--- config.mk ---
export PLATFORM = sky130hd
export DESIGN_NAME = ahpcb_coef_bank
export DESIGN_NICKNAME = d
export VERILOG_FILES = /design/src/design/ahpcb_pkg.sv /design/src/design/ahpcb_ahb_front.sv /design/src/design/ahpcb_coef_bank.sv /design/src/design/ahpcb_coef_pair.sv
export SDC_FILE = /design/constraint.sdc
export NUM_CORES = 1
export LEC_CHECK = 0
export ABC_CLOCK_PERIOD_IN_PS = 6000
export BUFFER_PORTS_ARGS = -buffer_cell sky130_fd_sc_hd__buf_2
export CAP_MARGIN = 20
export CORE_ASPECT_RATIO = 0.7
export CORE_MARGIN = 5
export CORE_UTILIZATION = 47
export CTS_CLUSTER_DIAMETER = 100
export DETAILED_ROUTE_END_ITERATION = 12
export GPL_ROUTABILITY_DRIVEN = 0
export HOLD_SLACK_MARGIN = 0.05
export PLACE_DENSITY = 0.81
export SLEW_MARGIN = 15
export SYNTH_ARGS = -nofsm -noshare
export SYNTH_HDL_FRONTEND = slang
export SYNTH_SLANG_ARGS = --single-unit
--- constraint.sdc ---
create_clock -name mclk_i -period 6 [get_ports mclk_i]
set_input_delay 0.3 -clock mclk_i [delete_from_list [all_inputs] [get_ports mclk_i]]
set_output_delay 0.3 -clock mclk_i [all_outputs]
set_load 0.1 [all_outputs]
--- src/design/ahpcb_pkg.sv ---
`default_nettype none

package ahpcb_pkg;

   // ----------------------------------------------------------------
   // widths and counts
   // ----------------------------------------------------------------
   localparam int ADDR_W   = 12;
   localparam int IDX_W    = 8;
   localparam int BYTE_W   = 8;
   localparam int COEF_W   = 16;
   localparam int DATA_W   = 32;
   localparam int NUM_COEF = 6;

   // ----------------------------------------------------------------
   // register indices, byte address is four times the index
   // ----------------------------------------------------------------
   localparam logic [IDX_W-1:0] IDX_LEFT_FF0_UPPER  = 8'h41;
   localparam logic [IDX_W-1:0] IDX_LEFT_FF0_LOWER  = 8'h42;
   localparam logic [IDX_W-1:0] IDX_LEFT_FF1_UPPER  = 8'h43;
   localparam logic [IDX_W-1:0] IDX_LEFT_FF1_LOWER  = 8'h44;
   localparam logic [IDX_W-1:0] IDX_LEFT_FB1_UPPER  = 8'h45;
   localparam logic [IDX_W-1:0] IDX_LEFT_FB1_LOWER  = 8'h46;
   localparam logic [IDX_W-1:0] IDX_RIGHT_FF0_UPPER = 8'h47;
   localparam logic [IDX_W-1:0] IDX_RIGHT_FF0_LOWER = 8'h48;
   localparam logic [IDX_W-1:0] IDX_RIGHT_FF1_UPPER = 8'h49;
   localparam logic [IDX_W-1:0] IDX_RIGHT_FF1_LOWER = 8'h4a;
   localparam logic [IDX_W-1:0] IDX_RIGHT_FB1_UPPER = 8'h4b;
   localparam logic [IDX_W-1:0] IDX_RIGHT_FB1_LOWER = 8'h4c;
   localparam logic [IDX_W-1:0] IDX_CTRL            = 8'h80;
   localparam logic [IDX_W-1:0] IDX_STATUS          = 8'h81;

   // ----------------------------------------------------------------
   // reset values, shared by both channels
   // ----------------------------------------------------------------
   localparam logic [BYTE_W-1:0] RST_FF0_UPPER = 8'h39;
   localparam logic [BYTE_W-1:0] RST_FF0_LOWER = 8'h55;
   localparam logic [BYTE_W-1:0] RST_FF1_UPPER = 8'hf3;
   localparam logic [BYTE_W-1:0] RST_FF1_LOWER = 8'h2d;
   localparam logic [BYTE_W-1:0] RST_FB1_UPPER = 8'h53;
   localparam logic [BYTE_W-1:0] RST_FB1_LOWER = 8'h7e;

   // ----------------------------------------------------------------
   // control and status register fields
   // ----------------------------------------------------------------
   localparam int CTRL_MODE_BIT   = 0;
   localparam int CTRL_COMMIT_BIT = 1;
   localparam int STATUS_PEND_LSB = 0;

   // ----------------------------------------------------------------
   // bus encodings
   // ----------------------------------------------------------------
   localparam logic [1:0] HTRANS_IDLE  = 2'h0;
   localparam logic       HRESP_OKAY   = 1'h0;
   localparam logic [DATA_W-1:0] RDATA_ZERO = 32'h0000_0000;

   typedef enum logic {
      APPLY_AUTO   = 1'b0,
      APPLY_MANUAL = 1'b1
   } ahpcb_apply_mode_type;

   typedef struct packed {
      logic signed [COEF_W-1:0] feedforward_coef_zero;
      logic signed [COEF_W-1:0] feedforward_coef_one;
      logic signed [COEF_W-1:0] feedback_coef_one;
   } ahpcb_coef_set_type;

   typedef struct packed {
      ahpcb_coef_set_type left;
      ahpcb_coef_set_type right;
   } ahpcb_coef_bank_type;

   typedef struct packed {
      logic             valid;
      logic             write;
      logic [IDX_W-1:0] index;
   } ahpcb_access_type;

   // ----------------------------------------------------------------
   // coefficient slot k: 0..2 left ff0/ff1/fb1, 3..5 right
   // ----------------------------------------------------------------
   function automatic logic [IDX_W-1:0] upper_index(input int k);
      case (k)
         0:       upper_index = IDX_LEFT_FF0_UPPER;
         1:       upper_index = IDX_LEFT_FF1_UPPER;
         2:       upper_index = IDX_LEFT_FB1_UPPER;
         3:       upper_index = IDX_RIGHT_FF0_UPPER;
         4:       upper_index = IDX_RIGHT_FF1_UPPER;
         default: upper_index = IDX_RIGHT_FB1_UPPER;
      endcase
   endfunction : upper_index

   function automatic logic [IDX_W-1:0] lower_index(input int k);
      case (k)
         0:       lower_index = IDX_LEFT_FF0_LOWER;
         1:       lower_index = IDX_LEFT_FF1_LOWER;
         2:       lower_index = IDX_LEFT_FB1_LOWER;
         3:       lower_index = IDX_RIGHT_FF0_LOWER;
         4:       lower_index = IDX_RIGHT_FF1_LOWER;
         default: lower_index = IDX_RIGHT_FB1_LOWER;
      endcase
   endfunction : lower_index

   function automatic logic [BYTE_W-1:0] upper_reset(input int k);
      case (k % 3)
         0:       upper_reset = RST_FF0_UPPER;
         1:       upper_reset = RST_FF1_UPPER;
         default: upper_reset = RST_FB1_UPPER;
      endcase
   endfunction : upper_reset

   function automatic logic [BYTE_W-1:0] lower_reset(input int k);
      case (k % 3)
         0:       lower_reset = RST_FF0_LOWER;
         1:       lower_reset = RST_FF1_LOWER;
         default: lower_reset = RST_FB1_LOWER;
      endcase
   endfunction : lower_reset

endpackage : ahpcb_pkg

`default_nettype wire

--- src/design/ahpcb_ahb_front.sv ---
`default_nettype none

module ahpcb_ahb_front (
   input  wire logic                      mclk_i,
   input  wire logic                      rst_n_i,
   input  wire logic                      hsel_i,
   input  wire logic [ahpcb_pkg::ADDR_W-1:0] haddr_i,
   input  wire logic [1:0]                htrans_i,
   input  wire logic                      hwrite_i,
   input  wire logic                      hready_i,
   output var   ahpcb_pkg::ahpcb_access_type addr_phase_o,
   output var   ahpcb_pkg::ahpcb_access_type data_phase_o
);
   import ahpcb_pkg::*;

   // ----------------------------------------------------------------
   // address phase, not gated by hready
   // ----------------------------------------------------------------
   // htrans bit 1 marks nonseq and seq; busy and idle fall out
   wire logic             req_w   = hsel_i & htrans_i[1];
   wire logic [IDX_W-1:0] index_w = haddr_i[IDX_W+1:2];

   assign addr_phase_o = '{valid: req_w, write: hwrite_i, index: index_w};

   // ----------------------------------------------------------------
   // data phase register
   // ----------------------------------------------------------------
   ahpcb_access_type data_phase_reg;
   wire ahpcb_access_type data_phase_next = hready_i ? addr_phase_o : data_phase_reg;

   always_ff @(posedge mclk_i or negedge rst_n_i) begin
      if (!rst_n_i) begin
         data_phase_reg <= '0;
      end else begin
         data_phase_reg <= data_phase_next;
      end
   end

   assign data_phase_o = data_phase_reg;

endmodule : ahpcb_ahb_front

`default_nettype wire

--- src/design/ahpcb_coef_bank.sv ---
`default_nettype none

module ahpcb_coef_bank (
   input  wire logic                               mclk_i,
   input  wire logic                               rst_n_i,
   input  wire logic                               hsel_i,
   input  wire logic [ahpcb_pkg::ADDR_W-1:0]       haddr_i,
   input  wire logic [1:0]                         htrans_i,
   input  wire logic                               hwrite_i,
   input  wire logic [2:0]                         hsize_i,
   input  wire logic [ahpcb_pkg::DATA_W-1:0]       hwdata_i,
   input  wire logic                               hready_i,
   output logic                                    hreadyout_o,
   output logic                                    hresp_o,
   output logic      [ahpcb_pkg::DATA_W-1:0]       hrdata_o,
   output var   ahpcb_pkg::ahpcb_coef_bank_type    coef_o
);
   import ahpcb_pkg::*;

   // ----------------------------------------------------------------
   // bus front end
   // ----------------------------------------------------------------
   ahpcb_access_type addr_phase;
   ahpcb_access_type data_phase;

   ahpcb_ahb_front u_front (
      .mclk_i       (mclk_i),
      .rst_n_i      (rst_n_i),
      .hsel_i       (hsel_i),
      .haddr_i      (haddr_i),
      .htrans_i     (htrans_i),
      .hwrite_i     (hwrite_i),
      .hready_i     (hready_i),
      .addr_phase_o (addr_phase),
      .data_phase_o (data_phase)
   );

   // only whole words are issued; size does not change the decode
   wire logic [2:0] size_unused = hsize_i;

   // ----------------------------------------------------------------
   // write timing
   // ----------------------------------------------------------------
   // the write lands on the first edge of its data phase; a read
   // that follows straight on is held one cycle so it sees the new
   // value instead of needing a forwarding path
   logic wr_done_reg;

   wire logic wr_fire    = data_phase.valid & data_phase.write & !wr_done_reg;
   wire logic rd_hazard  = wr_fire & addr_phase.valid & !addr_phase.write;
   wire logic wr_done_next = hready_i ? 1'b0 : (wr_done_reg | wr_fire);
   wire logic [BYTE_W-1:0] wr_byte = hwdata_i[BYTE_W-1:0];

   always_ff @(posedge mclk_i or negedge rst_n_i) begin
      if (!rst_n_i) begin
         wr_done_reg <= 1'b0;
      end else begin
         wr_done_reg <= wr_done_next;
      end
   end

   assign hreadyout_o = !rd_hazard;
   assign hresp_o     = HRESP_OKAY;

   // ----------------------------------------------------------------
   // control register
   // ----------------------------------------------------------------
   ahpcb_apply_mode_type mode_reg;

   wire logic wr_ctrl     = wr_fire & (data_phase.index == IDX_CTRL);
   wire logic commit_w    = wr_ctrl & hwdata_i[CTRL_COMMIT_BIT];
   wire ahpcb_apply_mode_type mode_next =
      wr_ctrl ? ahpcb_apply_mode_type'(hwdata_i[CTRL_MODE_BIT]) : mode_reg;
   wire logic manual_w    = (mode_reg == APPLY_MANUAL);

   always_ff @(posedge mclk_i or negedge rst_n_i) begin
      if (!rst_n_i) begin
         mode_reg <= APPLY_AUTO;
      end else begin
         mode_reg <= mode_next;
      end
   end

   // ----------------------------------------------------------------
   // coefficient storage, left slots 0..2, right slots 3..5
   // ----------------------------------------------------------------
   logic        [BYTE_W-1:0] upper_bytes [NUM_COEF];
   logic        [BYTE_W-1:0] lower_bytes [NUM_COEF];
   logic        [1:0]        pend_bits   [NUM_COEF];
   logic signed [COEF_W-1:0] coef_val    [NUM_COEF];

   for (genvar k = 0; k < NUM_COEF; k++) begin : g_coef
      wire logic wr_upper = wr_fire & (data_phase.index == upper_index(k));
      wire logic wr_lower = wr_fire & (data_phase.index == lower_index(k));

      // reset pairs per slot: ff0 39/55, ff1 f3/2d, fb1 53/7e
      ahpcb_coef_pair #(
         .UPPER_RST (upper_reset(k)),
         .LOWER_RST (lower_reset(k))
      ) u_pair (
         .mclk_i     (mclk_i),
         .rst_n_i    (rst_n_i),
         .wr_upper_i (wr_upper),
         .wr_lower_i (wr_lower),
         .wdata_i    (wr_byte),
         .manual_i   (manual_w),
         .commit_i   (commit_w),
         .upper_o    (upper_bytes[k]),
         .lower_o    (lower_bytes[k]),
         .pending_o  (pend_bits[k]),
         .coef_o     (coef_val[k])
      );
   end

   // ----------------------------------------------------------------
   // coefficient outputs, channels kept apart
   // ----------------------------------------------------------------
   // one driver for the whole bank, a packed variable takes no split drivers
   assign coef_o = '{
      left:  '{coef_val[0], coef_val[1], coef_val[2]},
      right: '{coef_val[3], coef_val[4], coef_val[5]}
   };

   // ----------------------------------------------------------------
   // status: pending halves, two bits per slot, upper bit first
   // ----------------------------------------------------------------
   logic [2*NUM_COEF-1:0] status_pend;

   always_comb begin
      status_pend = '0;
      for (int k = 0; k < NUM_COEF; k++) begin
         status_pend[2*k +: 2] = pend_bits[k];
      end
   end

   // ----------------------------------------------------------------
   // read decode
   // ----------------------------------------------------------------
   // unmapped and reserved indices read as zero, writes to them drop
   logic [DATA_W-1:0] rd_value;

   always_comb begin
      rd_value = RDATA_ZERO;
      if (addr_phase.index == IDX_CTRL) begin
         rd_value[CTRL_MODE_BIT] = mode_reg;
      end else if (addr_phase.index == IDX_STATUS) begin
         rd_value[STATUS_PEND_LSB +: 2*NUM_COEF] = status_pend;
      end else begin
         for (int k = 0; k < NUM_COEF; k++) begin
            if (addr_phase.index == upper_index(k)) begin
               rd_value[BYTE_W-1:0] = upper_bytes[k];
            end
            if (addr_phase.index == lower_index(k)) begin
               rd_value[BYTE_W-1:0] = lower_bytes[k];
            end
         end
      end
   end

   // ----------------------------------------------------------------
   // read data register
   // ----------------------------------------------------------------
   logic [DATA_W-1:0] hrdata_reg;

   wire logic rd_take = addr_phase.valid & !addr_phase.write & hready_i & !rd_hazard;
   wire logic [DATA_W-1:0] hrdata_next = rd_take ? rd_value : hrdata_reg;

   always_ff @(posedge mclk_i or negedge rst_n_i) begin
      if (!rst_n_i) begin
         hrdata_reg <= RDATA_ZERO;
      end else begin
         hrdata_reg <= hrdata_next;
      end
   end

   assign hrdata_o = hrdata_reg;

endmodule : ahpcb_coef_bank

`default_nettype wire

--- src/design/ahpcb_coef_pair.sv ---
`default_nettype none

module ahpcb_coef_pair #(
   parameter logic [ahpcb_pkg::BYTE_W-1:0] UPPER_RST = 8'h00,
   parameter logic [ahpcb_pkg::BYTE_W-1:0] LOWER_RST = 8'h00
) (
   input  wire logic                             mclk_i,
   input  wire logic                             rst_n_i,
   input  wire logic                             wr_upper_i,
   input  wire logic                             wr_lower_i,
   input  wire logic [ahpcb_pkg::BYTE_W-1:0]     wdata_i,
   input  wire logic                             manual_i,
   input  wire logic                             commit_i,
   output logic      [ahpcb_pkg::BYTE_W-1:0]     upper_o,
   output logic      [ahpcb_pkg::BYTE_W-1:0]     lower_o,
   output logic      [1:0]                       pending_o,
   output logic signed [ahpcb_pkg::COEF_W-1:0]   coef_o
);
   import ahpcb_pkg::*;

   logic        [BYTE_W-1:0] upper_reg;
   logic        [BYTE_W-1:0] lower_reg;
   logic        [1:0]        pend_reg;
   logic signed [COEF_W-1:0] coef_reg;

   // ----------------------------------------------------------------
   // next values
   // ----------------------------------------------------------------
   wire logic [BYTE_W-1:0] upper_next = wr_upper_i ? wdata_i : upper_reg;
   wire logic [BYTE_W-1:0] lower_next = wr_lower_i ? wdata_i : lower_reg;
   wire logic [1:0]        pend_set   = {wr_upper_i, wr_lower_i} | pend_reg;
   // apply only once both halves are fresh, never a torn pair
   wire logic              apply_w    = (&pend_set) & (!manual_i | commit_i);
   wire logic [1:0]        pend_next  = apply_w ? 2'b00 : pend_set;
   // full 16-bit range passes through unclamped
   wire logic signed [COEF_W-1:0] coef_next =
      apply_w ? $signed({upper_next, lower_next}) : coef_reg;

   always_ff @(posedge mclk_i or negedge rst_n_i) begin
      if (!rst_n_i) begin
         upper_reg <= UPPER_RST;
         lower_reg <= LOWER_RST;
         pend_reg  <= 2'b00;
         coef_reg  <= {UPPER_RST, LOWER_RST};
      end else begin
         upper_reg <= upper_next;
         lower_reg <= lower_next;
         pend_reg  <= pend_next;
         coef_reg  <= coef_next;
      end
   end

   assign upper_o   = upper_reg;
   assign lower_o   = lower_reg;
   assign pending_o = pend_reg;
   assign coef_o    = coef_reg;

endmodule : ahpcb_coef_pair

`default_nettype wire

* Yosys cells after proc, flatten, opt, wreduce, memory -nomap -nowiden
Cells that the tools add are included.
** Cells by class
- Equal/unequal tests :: 27
- Multiplexer cells :: 59
- Bitwise logic cells :: 36
- Reduce and logical (&&, ||, !) cells :: 10
** Operators by type and width (count)
- $mux W8 :: 49
- $eq A8 B7 Y1 const B :: 12
- $eq A8 B8 Y1 :: 12
- $and A1 B1 Y1 :: 28
- $eq A8 B8 Y1 const B :: 3
- $mux W2 :: 6
- $or A2 B2 Y2 :: 6
- $reduce_and A2 Y1 :: 6
- $mux W11 :: 1
- $logic_not A1 Y1 :: 4
- $mux W4 :: 1
- $mux W1 :: 2
- $or A1 B1 Y1 :: 2
** Word-level totals
- Register bits :: 228
- Input port bits :: 54
- Output and inout bits :: 130
- Word-level logic and storage cells :: 162

* Depth between registers and ports, before layout
Gate-level depths: netlist (run 1).
- Word-level depth :: 18
- Gate-level depth with buffers :: 9
- Mapped depth without buffers :: 5

* Cells and area by module
A second synthesis (run 1) with hierarchy kept.
** Unflattened totals
- Cells, all modules :: 755
- Area total of the unflattened synthesis :: 10551.4 um^2
** By module, submodules not included
- ahpcb_coef_pair (g_coef[1].u_pair ...) :: instances 4, cells each 76, area an instance 1321.3 um^2, seq. area each 875.8 um^2
- ahpcb_coef_pair (g_coef[0].u_pair ...) :: instances 2, cells each 76, area an instance 1316.3 um^2, seq. area each 870.8 um^2
- ahpcb_coef_bank :: instances 1, cells each 267, area an instance 2140.8 um^2, seq. area each 350.3 um^2
- ahpcb_ahb_front :: instances 1, cells each 32, area an instance 493.0 um^2, seq. area each 250.2 um^2

* Worst setup path before layout (run 1)
No wires, ideal clock.
- Kind :: register -> register
- From :: register u_front.data_phase_reg, in the netlist u_front.data_phase_o[7]
- To :: register g_coef[2].u_pair.coef_reg[10]
- Setup time :: 125 ps
- Arrival :: 2641 ps
- Data required time :: 5875 ps
- Path slack :: 3233 ps
- Stages on the path, launching flop included :: 8
- Buffers on the path :: 3
- Clock period less this slack :: 2767 ps
- Cells stage by stage :: dfrtp_1 or4b_4 buf_6 or4_4 buf_6 a221oi_4 buf_6 mux2_2
** On the way
- Longest elaborated chain between the ends :: 5
- Elaborated cells on any way between the ends :: 12
- Those cells by class :: 3 x eq/ne; 1 x mux; 7 x bitwise; 1 x reduce/logical
** Ends and longest elaborated chain
- from (decl) :: line ahpcb_ahb_front.sv:28 : ahpcb_access_type data_phase_reg;
- from (signal assigned) :: line ahpcb_ahb_front.sv:35 : data_phase_reg <= data_phase_next;
- $eq A8 B7 Y1, or another cell as far along :: line ahpcb_coef_bank.sv:94 : wire logic wr_lower = wr_fire & (data_phase.index == lower_index(k));
- $and A1 B1 Y1 (on tied branches) :: line ahpcb_coef_bank.sv:94, ahpcb_coef_bank.sv:70, ahpcb_coef_bank.sv:93
- $or A2 B2 Y2 or $and A1 B1 Y1 (tied branches) :: line ahpcb_coef_pair.sv:31, ahpcb_coef_bank.sv:71
- $reduce_and A2 Y1 or $or A1 B1 Y1 (tied branches) :: line ahpcb_coef_pair.sv:33 : wire logic apply_w = (&pend_set) & (!manual_i | commit_i);
- $and A1 B1 Y1 :: line ahpcb_coef_pair.sv:33
- to (signal assigned) :: line ahpcb_coef_pair.sv:44 : coef_reg <= {UPPER_RST, LOWER_RST};
- to (signal assigned) :: line ahpcb_coef_pair.sv:49 : coef_reg <= coef_next;
- to (decl) :: line ahpcb_coef_pair.sv:24 : logic signed [COEF_W-1:0] coef_reg;
Several ways; a longest one is shown, not always the timed one.
A chain may end at the register's enable or synchronous reset.

* Worst setup path after layout (run 1)
- From :: register wr_done_reg
- To :: register g_coef[2].u_pair.coef_reg[11]
** On the way
- Longest elaborated chain between the ends :: 6
- Elaborated cells on any way between the ends :: 11
- Those cells by class :: 1 x mux; 8 x bitwise; 2 x reduce/logical
** Ends and longest elaborated chain
- from (decl) :: line ahpcb_coef_bank.sv:47 : logic wr_done_reg;
- from (signal assigned) :: line ahpcb_coef_bank.sv:58 : wr_done_reg <= wr_done_next;
- $logic_not A1 Y1 (*) :: line ahpcb_coef_bank.sv:49 : wire logic wr_fire = data_phase.valid & data_phase.write & !wr_done_reg;
- $and A1 B1 Y1 (*) :: line ahpcb_coef_bank.sv:49
- $and A1 B1 Y1 (on tied branches) :: line ahpcb_coef_bank.sv:94, ahpcb_coef_bank.sv:70, ahpcb_coef_bank.sv:93
- $or A2 B2 Y2 or $and A1 B1 Y1 (tied branches) :: line ahpcb_coef_pair.sv:31, ahpcb_coef_bank.sv:71
- $reduce_and A2 Y1 or $or A1 B1 Y1 (tied branches) :: line ahpcb_coef_pair.sv:33
- $and A1 B1 Y1 :: line ahpcb_coef_pair.sv:33
Every way passes the cells marked *; elsewhere a longest branch is shown, timed or not.

==> results by group, run 1 <==
Outcome
  • Outcome: complete, no violations

Clock tree
  • Root buffer cell: clkbuf_16
  • Number of clock sinks: 228
  • Reg clk slew, reported paths: 0.06 ns
  • Clock buffer count from CTS: 22
  • Worst-case clock buffer depth: 3
  • TritonCTS clock tree: done
  • Latest clock arrival within the worst-skew pair: 0.50 ns
  • H-tree levels: 1
  • Post-CTS sizing: 0

STA
  • Final Cycle Share: 58.41%
  • Fin Setup TNS: 0 ns
  • Relative slew slack: 36.59%
  • Skew final: 0.01069 ns
  • Hold Violations, Final: 0
  • Minimum clock period after layout: 3.505 ns
  • Hold_ws: 0.05875 ns
  • Final number of max-transition violations: 0
  • Slew at the pin closest to its max-slew limit: 0.9511 ns
  • Count of final setup violators: 0
  • Highest attainable clock frequency: 285.3 MHz
  • RSZ-0062 raised after global routing: no

Logic synthesis
  • Share of the synthesized area in the top cell type: 28.42%
  • Gate Count Post-Synth: 764
  • Synthesis warning total: 0
  • Sequential cell area fraction in the yosys report: 56.45%
  • Synthesized area per cell: 13.55 µm²
  • Synth unique cells: 62
  • Post-synthesis async set-or-reset flop share: 100.0%
  • Commonest register cell after synthesis: dfrtp_1
  • Number of register bits inferred by synthesis: 228
  • Dominant cell type by area after synthesis: dfstp_2
  • EDFF count, synth: 0
  • Post-synthesis instance area: 10350 µm²
  • Top post-synthesis cells by area: dfstp_2 (28%), dfrtp_1 (28%), mux2_2 (21%)

Routing
  • Drt first-iter violations: 699
  • Total DRC errors in the routed layout: 0
  • WL per Instance: 22.71 µm
  • Number of vias per cell after detailed routing: 5.801
  • Antenna Nets Post-Route: 0
  • Number of detailed-routing iterations run before antenna repair: 5
  • Count of vias placed by the detailed router: 6851
  • Aggregate routed wire length: 26820 µm

Final layout
  • Net count, final: 937
  • Total inserted antenna cells: 0
  • Area added between synthesis and finish: 15.96%
  • Fill cell instance count of the final layout: 1781
  • Final Core Density: 55.39%
  • Max FFs per register: 96
  • Layout cell share with drive strength beyond 1: 56.17%
  • Total area of multi-input combinational cells: 4174 µm²
  • Flip-flop and latch area: 5846 µm²

Critical path
  • Number of buffers and inverters on the critical path: 0
  • Critical path type: flop to flop
  • Critical Path Max Stage Delay: 1.02 ns
  • Required arrival time at the worst endpoint: 6.38 ns
  • WP depth: 4
  • Category of the worst setup path launch point: flop
  • Cell Chain, Critical Path: nand4bb_1, or4_1, a221oi_4, mux2_2
  • Cell class contributing the biggest share of worst-path delay: simple AND/OR/NAND/NOR gates
  • Critical Path Sink Type: flop
  • Crit path max fanout: 17
  • Critical-path cell with the highest stage delay: or4_1
  • Arrival time of data at the critical path endpoint: 3.88 ns
  • Depth of the most critical reg-to-reg path: 4

GRT
  • Maximum number of pins on one net before global-route repair: 179
  • Met3 demand-to-capacity share in global routing: 6.113%
  • Total global routing overflow: 0
  • First-pass GRT wire length: 41270 µm
  • Vias in the first global route: 6878
  • Global route hottest layer: met1
  • Global-route track usage on met2: 29.34%
  • Number of antenna violations at the first check in global routing: 1
  • Global-route track usage on met1: 31.44%
  • Total global routing track utilization: 20.74%

Worst hold path
  • Class of the tightest hold or removal check: primary input to flop
  • Worst Hold Depth: 3

Die
  • Overall die area: 25150 µm²
  • Starting density of the core: 47.77%
  • Height of the die: 134.2 µm
  • I/O pin cnt: 184
  • Core area: 21680 µm²
  • Placement row count: 45
  • Die span in x: 187.4 µm

Pwr
  • Worst vdd rail ir drop: 0.2050 mV
  • Power density relative to cell area: 298.8 nW/µm²
  • Leakage power summed over all cells: 5.452 nW

Placement
  • Port bufs: 130
  • Detail Placement HPWL: 18820 µm

Flow run
  • Max-cap violation count: 0
placed cells by master, fill, tap and decap left out, drive strengths merged, types with 14 or more instances in the layout:
cell / synthesis / layout
mux2: 204 / 204
o21ai: 28 / 28
nand2: 16 / 16
conb: 1 / 21
nor2: 28 / 28
buf: 40 / 139
dfstp: 112 / 112
nor4: 14 / 14
a21oi: 19 / 19
clkbuf: 26 / 32
dfrtp: 116 / 116
tightest hold or removal path: stages:
cell     delay [ns]
buf_2          0.08
nand3_1        0.06
o21ai_0        0.07
cell usage after synthesis (all sizes together) (6+ instances only):
| master | n |
|---|---|
| mux2i | 11 |
| buf | 40 |
| clkbuf | 26 |
| nor3 | 10 |
| dfstp | 112 |
| a21oi | 19 |
| inv | 12 |
| nor2 | 28 |
| a22oi | 6 |
| nor4 | 14 |
| nand2 | 16 |
| o221ai | 7 |
| dfrtp | 116 |
| o21ai | 28 |
| nand2b | 13 |
| o21a | 6 |
| nand3 | 12 |
| nor2b | 7 |
| mux2 | 204 |
| or4 | 6 |
path summary, 6_finish.rpt:
| kind | slack, ns | from | endpoint |
|---|---|---|---|
| min in group asynchronous | 0.29 | rst_n_i | g_coef[0].u_pair.coef_o[1]$_DFFE_PN0P_ |
| max reg2reg | 2.50 | wr_done_reg$_DFF_PN0_ | g_coef[2].u_pair.coef_o[11]$_DFFE_PN0P_ |
| max in group asynchronous | 4.45 | rst_n_i | g_coef[5].u_pair.lower_o[0]$_DFF_PN0_ |
| min reg2reg | 0.48 | g_coef[1].u_pair.coef_o[11]$_DFFE_PN0P_ | g_coef[1].u_pair.coef_o[11]$_DFFE_PN0P_ |
| max | 2.50 | wr_done_reg$_DFF_PN0_ | g_coef[2].u_pair.coef_o[11]$_DFFE_PN0P_ |
| min | 0.06 | htrans_i[1] | u_front.data_phase_o[9]$_DFFE_PN0P_ |
power by group:
part           leakage [nW]  total [mW]  internal, mW  switching (mW)
clock network         0.399        1.56         0.979           0.579
logic                  2.38       0.390        0.0808           0.309
registers              2.68        1.64          1.60          0.0395
cell type report:
| cell class | count | area share [%] |
|---|---|---|
| clock buffers | 32 | 5.491 |
| clock inverters | 8 | 1.417 |
| inverters | 12 | 0.3751 |
| multi-input cells | 478 | 34.76 |
| flip-flops and latches | 228 | 48.68 |
| well taps | 282 | 2.938 |
| repair buffers | 141 | 6.335 |
metal layers:
layer  vias to the layer above  part of all wire (%)
met5                         -                 0.048
li1                       3000                     -
met4                         2                   2.5
met3                        56                    11
met2                       351                    41
met1                      3442                    45
metrics by stage:
step | cells | power (mW) | area [µm²] | setup WS, ns
floorplan | 784 | 1.951 | 10430 | 3.233
global placement | 1139 | 2.043 | 11150 | 2.578
detailed placement | 1139 | 2.049 | 11150 | 2.559
CTS | 1181 | 3.607 | 12000 | 2.526
global route | 1181 | 3.703 | 12010 | 2.357
finish | 1181 | 3.588 | 12010 | 2.495
kinds of logic after synthesis:
| kind of cell | count (synthesis) | synth area share (%) |
|---|---|---|
| muxes | 218 | 23.90 |
| AOI/OAI and AO/OA | 108 | 7.431 |
| DFF | 228 | 56.45 |
| other | 1 | 0.03621 |
| buffers and inverters | 78 | 4.084 |
| and+or+nand+nor | 131 | 8.096 |
what timing repair did:
action / in CTS / in global routing
hold buffers: 2 / 0
hold endpoints to repair: 51 / 0
setup buffers: 0 / 0
(Power assumes the default switching activity.)
==> run 2, diff against run 1 <==
- ABC_CLOCK_PERIOD_IN_PS: 6000 -> 3500
- clock period: 6 -> 3.5 ns (I/O delays scaled with it)
==> run 2 against run 1 <==
Effect of this change:
- fmax grew 16%
- worst hold slack better by 0.045 ns
- register-to-register slack lost 2.0 ns
- power rose by 69%
- clock skew increased by 0.0012 ns
- combinational power rose by 77%
- highest routed layer unchanged
- sequential share of layout area decreased by 0.62 points
- critical endpoint is now g_coef[5].u_pair.coef_o[11]$_DFFE_PN0P_
==> results by group, run 2 (synthesis results as in run 1) <==
Outcome
  • Outcome: complete, no violations

Die
  • Overall die area: 25150 µm² (unchanged)
  • Starting density of the core: 47.77% (unchanged)
  • Core area: 21680 µm² (unchanged)
  • Die span in x: 187.4 µm (unchanged)
  • Height of the die: 134.2 µm (unchanged)
  • Placement row count: 45 (unchanged)
  • I/O pin cnt: 184 (unchanged)

Clock tree
  • Root buffer cell: clkbuf_16
  • Number of clock sinks: 228 (unchanged)
  • TritonCTS clock tree: done
  • Worst-case clock buffer depth: 3 (unchanged)
  • Latest clock arrival within the worst-skew pair: 0.51 ns (about the same)
  • H-tree levels: 1 (unchanged)
  • Reg clk slew, reported paths: 0.06 ns (about the same)
  • Clock buffer count from CTS: 22 (unchanged)

Worst hold path
  • Class of the tightest hold or removal check: primary input to flop
  • Worst min-delay path endpoint: u_front.data_phase_o[3]$_DFFE_PN0P_
  • Hold Crit Start: haddr_i[5]
  • Worst Hold Depth: 2 (-1)

Critical path
  • Flop-to-flop setup slack: 0.48 ns (-2.01 ns)
  • Critical Path Sink Type: flop
  • Capture point of the worst reg-to-reg path: g_coef[5].u_pair.coef_o[11]$_DFFE_PN0P_
  • Origin of the critical flop-to-flop path: u_front.data_phase_o[0]$_DFFE_PN0P_
  • Crit path max fanout: 14 (-3)
  • Arrival time of data at the critical path endpoint: 3.41 ns (-0.47 ns)
  • Critical path type: flop to flop
  • Category of the worst setup path launch point: flop
  • Depth of the most critical reg-to-reg path: 7 (+3)
  • Required arrival time at the worst endpoint: 3.89 ns (-2.49 ns)

STA
  • Post-route worst setup slack: 0.4821 ns (-2.013 ns)
  • Minimum clock period after layout: 3.018 ns (-0.4867 ns)
  • Relative slew slack: 40.50% (+3.9 points)
  • Final number of max-transition violations: 0 (unchanged)
  • Final Cycle Share: 86.23% (+28 points)
  • Skew final: 0.01188 ns (+0.001188 ns)
  • Hold_ws: 0.1043 ns (+0.04550 ns)
  • RSZ-0062 raised after global routing: no
  • Fin Setup TNS: 0 ns (unchanged)
  • Slew at the pin closest to its max-slew limit: 0.8919 ns (-0.05923 ns)
  • Count of final setup violators: 0 (unchanged)
  • Hold Violations, Final: 0 (unchanged)
  • Highest attainable clock frequency: 331.4 MHz (+16%)

Final layout
  • Max FFs per register: 96 (unchanged)
  • Highest-count cells in the layout ignoring fill and taps: mux2_2 (191), buf_2 (129), dfrtp_1 (116)
  • Fill cell instance count of the final layout: 1747 (-1.9%)
  • Area added between synthesis and finish: 17.45%
  • Net count, final: 961 (+2.6%)
  • Final standard cell count with taps included and fillers excluded: 1205 (+2.0%)
  • Most common cell after layout, fill and taps aside: mux2_2
  • Layout cell share with drive strength beyond 1: 56.23% (about the same)
  • Total inserted antenna cells: 0 (unchanged)

Routing
  • Aggregate routed wire length: 27640 µm (+3.1%)
  • Number of vias per cell after detailed routing: 5.905 (+1.8%)
  • Drt first-iter violations: 876 (+25%)
  • WL per Instance: 22.94 µm (+1.0%)
  • Detail Route met2 WL: 11660 µm (+5.4%)
  • Antenna Nets Post-Route: 0 (unchanged)
  • Number of detailed-routing iterations run before antenna repair: 6 (+1)
  • Detailed-route wire length on metal 1: 12390 µm (+2.0%)
  • Total met3 wirelength after detailed routing: 3053 µm (+4.3%)
  • Highest metal layer used by the detailed router: met5
  • Total DRC errors in the routed layout: 0 (unchanged)
  • Count of vias placed by the detailed router: 7115 (+3.9%)

Pwr
  • Worst vdd rail ir drop: 0.2602 mV (+27%)
  • Total chip power: 6.051 mW (+69%)
  • Leakage power summed over all cells: 5.552 nW (+1.8%)
  • Power density relative to cell area: 497.5 nW/µm² (+67%)

GRT
  • Vias in the first global route: 7143 (+3.9%)
  • Total global routing overflow: 0 (unchanged)
  • Number of antenna violations at the first check in global routing: 1 (unchanged)
  • Maximum number of pins on one net before global-route repair: 116 (-35%)
  • First-pass GRT wire length: 42660 µm (+3.4%)
  • Total global routing track utilization: 21.57% (+0.83 points)

Placement
  • Pre-CTS setup slack: 0.5365 ns (-2.022 ns)
  • Detail Placement HPWL: 19500 µm (+3.6%)
  • Port bufs: 130 (unchanged)
  • Total placed cells including tap cells: 1156 (+1.5%)

Flow run
  • Max-cap violation count: 0 (unchanged)
==> run 2: changes by cell type in the layout (fill, tap and decap cells not counted), moves of 2 or more <==
cell	change
buf_4	+16
clkbuf_1	+2
clkbuf_8	-2
clkinv_2	+3
clkinvlp_4	-2
dlygate4sd3_1	+7
==> run 2: cell type report <==
type                            count  area (µm²)  share of cell area, %
Tap cell                          282       352.8                  2.901
Timing Repair Buffer              165       970.9                  7.984
Inverter                           12       45.04                 0.3704
Multi-Input combinational cell    478        4168                  34.27
Clock buffer                       32       639.4                  5.257
Sequential cell                   228        5846                  48.07
Clock inverter                      8       140.1                  1.152
==> run 2: how the worst max path moves through the flow <==
stage / endpoint / slack, ns / start
3_3_place_gp: g_coef[5].u_pair.coef_o[0]$_DFFE_PN0P_ / 0.56 / u_front.data_phase_o[0]$_DFFE_PN0P_
2_1_floorplan: g_coef[2].u_pair.coef_o[10]$_DFFE_PN0P_ / 0.73 / u_front.data_phase_o[7]$_DFFE_PN0P_
4_1_cts: g_coef[5].u_pair.coef_o[11]$_DFFE_PN0P_ / 0.49 / u_front.data_phase_o[0]$_DFFE_PN0P_
6_report: g_coef[5].u_pair.coef_o[11]$_DFFE_PN0P_ / 0.48 / u_front.data_phase_o[0]$_DFFE_PN0P_
3_5_place_dp: g_coef[5].u_pair.coef_o[0]$_DFFE_PN0P_ / 0.54 / u_front.data_phase_o[0]$_DFFE_PN0P_
5_1_grt: g_coef[5].u_pair.coef_o[11]$_DFFE_PN0P_ / 0.35 / u_front.data_phase_o[0]$_DFFE_PN0P_
==> run 2: timing repair <==
action / in CTS / in global routing
endpoints found under the hold margin: 64 / 0
resized for setup: 0 / 0
setup buffers: 0 / 0
hold buffers: 9 / 0
==> run 2: critical path, stage by stage (launching register included) <==
cell and delay [ns]:
dfrtp_1 0.42, or4_1 0.61, o41ai_2 0.58, buf_4 0.26, o21a_1 0.14, nor2b_1 0.26, buf_4 0.28, mux2_2 0.36
==> run 2: per-stage QoR <==
stage               util (%)  cell area, µm²
floorplan                  -           10430
global placement       52.09           11290
detailed placement     52.09           11290
CTS                    56.10           12160
global route           56.10           12160
finish                 56.10           12160
==> run 2: routing by layer <==
metal,track usage [%],up-vias
li1,-,3050
met1,31.90,3621
met2,31.13,380
met3,7.674,62
met4,3.871,2
met5,0,-
==> run 2: power by group <==
| part | internal, mW | switching (mW) |
|---|---|---|
| sequential | 2.74 | 0.0645 |
| clock | 1.56 | 0.989 |
| combinational | 0.149 | 0.539 |
==> run 3, diff against run 2 <==
- BUFFER_PORTS_ARGS: -buffer_cell sky130_fd_sc_hd__buf_2 -> unset
- DONT_BUFFER_PORTS: unset -> 1
- PLACE_DENSITY: 0.81 -> 0.74
==> run 3 against run 2 <==
Effect of this change:
- the flow now finishes with violations (hold timing)
- flip-flop and latch count unchanged
- via count is 7.1% lower
- critical path type unchanged
- clock skew increased by 0.0071 ns
- sequential share of layout area increased by 2.5 points
- fmax rose by 2.5%
- non-clock buffer count fell by 125
- sequential power rose by 7.1%
- design area down 5.0%
- power fell by 1.6%
- first-iteration DRC count is 18% lower
- highest routed layer is now met4
- cell count down 10%
- combinational power shrank 45%
- largest cell class unchanged
==> results by group, run 3 (synthesis results as in run 1) <==
Pwr
  • Int Power: 4.402 mW (-1.3%)
  • Power density relative to cell area: 515.2 nW/µm² (+3.5%)
  • Proportion of total power due to net switching: 26.06% (-0.27 points)
  • Fraction of power consumed by combinational cells: 6.4% (-5.0 points)
  • Leakage power summed over all cells: 4.916 nW (-11%)
  • Total chip power: 5.953 mW (-1.6%)
  • Sequential Power Share: 50.5% (+4.1 points)
  • Clock network fraction of total power: 43.1% (+0.9 points)
  • Worst vdd rail ir drop: 0.2986 mV (+15%)
  • Net load switching power: 1.552 mW (-2.6%)

Routing
  • Detailed-route wire length on metal 1: 12080 µm (-2.5%)
  • Aggregate routed wire length: 27550 µm (-0.33%)
  • Total met3 wirelength after detailed routing: 3424 µm (+12%)
  • Drt first-iter violations: 720 (-18%)
  • Count of vias placed by the detailed router: 6613 (-7.1%)
  • Highest metal layer used by the detailed router: met4
  • Detail Route met2 WL: 11470 µm (-1.6%)
  • Number of detailed-routing iterations run before antenna repair: 6 (unchanged)
  • WL per Instance: 25.46 µm (+11%)
  • Number of vias per cell after detailed routing: 6.112 (+3.5%)
  • Total DRC errors in the routed layout: 0 (unchanged)
  • Antenna Nets Post-Route: 0 (unchanged)

GRT
  • Vias in the first global route: 6618 (-7.3%)
  • Maximum number of pins on one net before global-route repair: 229 (+97%)
  • Number of antenna violations at the first check in global routing: 1 (unchanged)
  • Total global routing track utilization: 21.43% (-0.15 points)
  • Total global routing overflow: 0 (unchanged)
  • First-pass GRT wire length: 42050 µm (-1.4%)

Die
  • I/O pin cnt: 184 (unchanged)
  • Starting density of the core: 47.77% (unchanged)
  • Overall die area: 25150 µm² (unchanged)
  • Die span in x: 187.4 µm (unchanged)
  • Height of the die: 134.2 µm (unchanged)
  • Core area: 21680 µm² (unchanged)
  • Placement row count: 45 (unchanged)

Critical path
  • Category of the worst setup path launch point: flop
  • Origin of the critical flop-to-flop path: u_front.data_phase_o[7]$_DFFE_PN0P_
  • Depth of the most critical reg-to-reg path: 6 (-1)
  • Arrival time of data at the critical path endpoint: 3.34 ns (-0.07 ns)
  • Critical path type: flop to flop
  • Flop-to-flop setup slack: 0.56 ns (+0.07 ns)
  • Crit path max fanout: 16 (+2)
  • Required arrival time at the worst endpoint: 3.89 ns (about the same)
  • Capture point of the worst reg-to-reg path: g_coef[1].u_pair.coef_o[10]$_DFFE_PN0P_
  • Critical Path Sink Type: flop

Clock tree
  • Clock buffer count from CTS: 23 (+4.5%)
  • Reg clk slew, reported paths: 0.06 ns (about the same)
  • Post-CTS sizing: 0 (unchanged)
  • Worst-case clock buffer depth: 3 (unchanged)
  • Buffers inserted by post-CTS timing repair: 0 (unchanged)
  • H-tree levels: 1 (unchanged)
  • Latest clock arrival within the worst-skew pair: 0.52 ns (about the same)
  • TritonCTS clock tree: done
  • Number of clock sinks: 228 (unchanged)
  • Count of hold buffers inserted by post-cts repair: 20 (+11)
  • Root buffer cell: clkbuf_16

STA
  • Skew final: 0.01900 ns (+0.007123 ns)
  • Fin Setup TNS: 0 ns (unchanged)
  • Minimum clock period after layout: 2.944 ns (-0.07379 ns)
  • Hold_ws: -0.6274 ns (-0.7317 ns)
  • Highest attainable clock frequency: 339.7 MHz (+2.5%)
  • Slew at the pin closest to its max-slew limit: 1.035 ns (+0.1432 ns)
  • Relative slew slack: 31.28% (-9.2 points)
  • Count of final setup violators: 0 (unchanged)
  • RSZ-0062 raised after global routing: no
  • Final Cycle Share: 84.12% (-2.1 points)
  • Hold Violations, Final: 228 (+228)
  • Final number of max-transition violations: 0 (unchanged)

Placement
  • Port bufs: 0 (-100%)
  • Total placed cells including tap cells: 1020 (-12%)
  • Detail Placement HPWL: 18300 µm (-6.2%)

Final layout
  • Layout cell share with drive strength beyond 1: 48.19% (-8.0 points)
  • Net count, final: 837 (-13%)
  • Area added between synthesis and finish: 11.60%
  • Final Core Density: 53.31% (-2.8 points)
  • Final standard cell count with taps included and fillers excluded: 1082 (-10%)
  • Fill cell instance count of the final layout: 1766 (+1.1%)
  • Highest-count cells in the layout ignoring fill and taps: mux2_2 (191), dfrtp_1 (116), dfstp_2 (112)
  • Max FFs per register: 96 (unchanged)
  • Most common cell after layout, fill and taps aside: mux2_2

Outcome
  • Outcome: finished with violations
  • Violated checks: hold timing

Worst hold path
  • Class of the tightest hold or removal check: primary input to asynchronous set/reset pin

Flow run
  • Max-cap violation count: 0 (unchanged)
-- run 3: changes by cell type in the layout (fill, tap and decap cells not counted), moves of 2 or more --
cell	previous run	this run
buf_2	129	0
dlygate4sd3_1	9	20
buf_4	24	20
clkbuf_8	3	6
clkinv_2	4	1
buf_12	2	0
bufinv_16	4	2
-- run 3: worst max path at each step --
stage	startpoint	endpoint	slack [ns]	cells after the start
2_1_floorplan	u_front.data_phase_o[7]$_DFFE_PN0P_	g_coef[2].u_pair.coef_o[10]$_DFFE_PN0P_	0.73	7
3_3_place_gp	u_front.data_phase_o[7]$_DFFE_PN0P_	g_coef[1].u_pair.coef_o[4]$_DFFE_PN0P_	0.63	6
3_5_place_dp	u_front.data_phase_o[7]$_DFFE_PN0P_	g_coef[1].u_pair.coef_o[10]$_DFFE_PN0P_	0.61	6
4_1_cts	u_front.data_phase_o[7]$_DFFE_PN0P_	g_coef[1].u_pair.coef_o[10]$_DFFE_PN0P_	0.59	6
5_1_grt	u_front.data_phase_o[7]$_DFFE_PN0P_	g_coef[1].u_pair.coef_o[10]$_DFFE_PN0P_	0.50	6
6_report	u_front.data_phase_o[7]$_DFFE_PN0P_	g_coef[1].u_pair.coef_o[10]$_DFFE_PN0P_	0.56	6
-- run 3: power groups by stage --
stage / registers [mW] / logic (mW) / clock network, mW
CTS: 3.01 / 0.374 / 2.61
global placement: 3.05 / 0.314 / 0
floorplan: 3.02 / 0.324 / 0
global route: 3.02 / 0.398 / 2.71
detailed placement: 3.05 / 0.320 / 0
finish: 3.01 / 0.380 / 2.56
-- run 3: area by class of cell --
| type | instances | area, µm² | share of cell area (%) |
|---|---|---|---|
| Antenna cell | 1 | 2.502 | 0.02165 |
| Timing Repair Buffer | 40 | 350.3 | 3.032 |
| Clock buffer | 35 | 701.9 | 6.074 |
| Tap cell | 282 | 352.8 | 3.053 |
| Clock inverter | 6 | 90.09 | 0.7796 |
| Sequential cell | 228 | 5846 | 50.58 |
| Multi-Input combinational cell | 478 | 4168 | 36.07 |
| Inverter | 12 | 45.04 | 0.3898 |
-- run 3: routing by layer --
layer / track usage [%] / up-vias
met3: 8.169 / 60
met2: 30.65 / 361
met5: 0 / -
li1: - / 2798
met4: 4.197 / 0
met1: 31.40 / 3394
-- run 3: critical path: stages (launching register included) --
cell and delay [ns]:
dfrtp_1 0.40, or4b_4 0.69, or4_1 0.59, a21oi_1 0.22, nor2b_1 0.24, buf_4 0.30, mux2_2 0.37
-- run 3: per-stage QoR --
stage	setup slack, ns	area, µm²
after CTS	0.5877	11550
after detailed placement	0.6137	10560
after global placement	0.6262	10560
after floorplan	0.7333	10430
final	0.5559	11560
after global routing	0.4960	11560
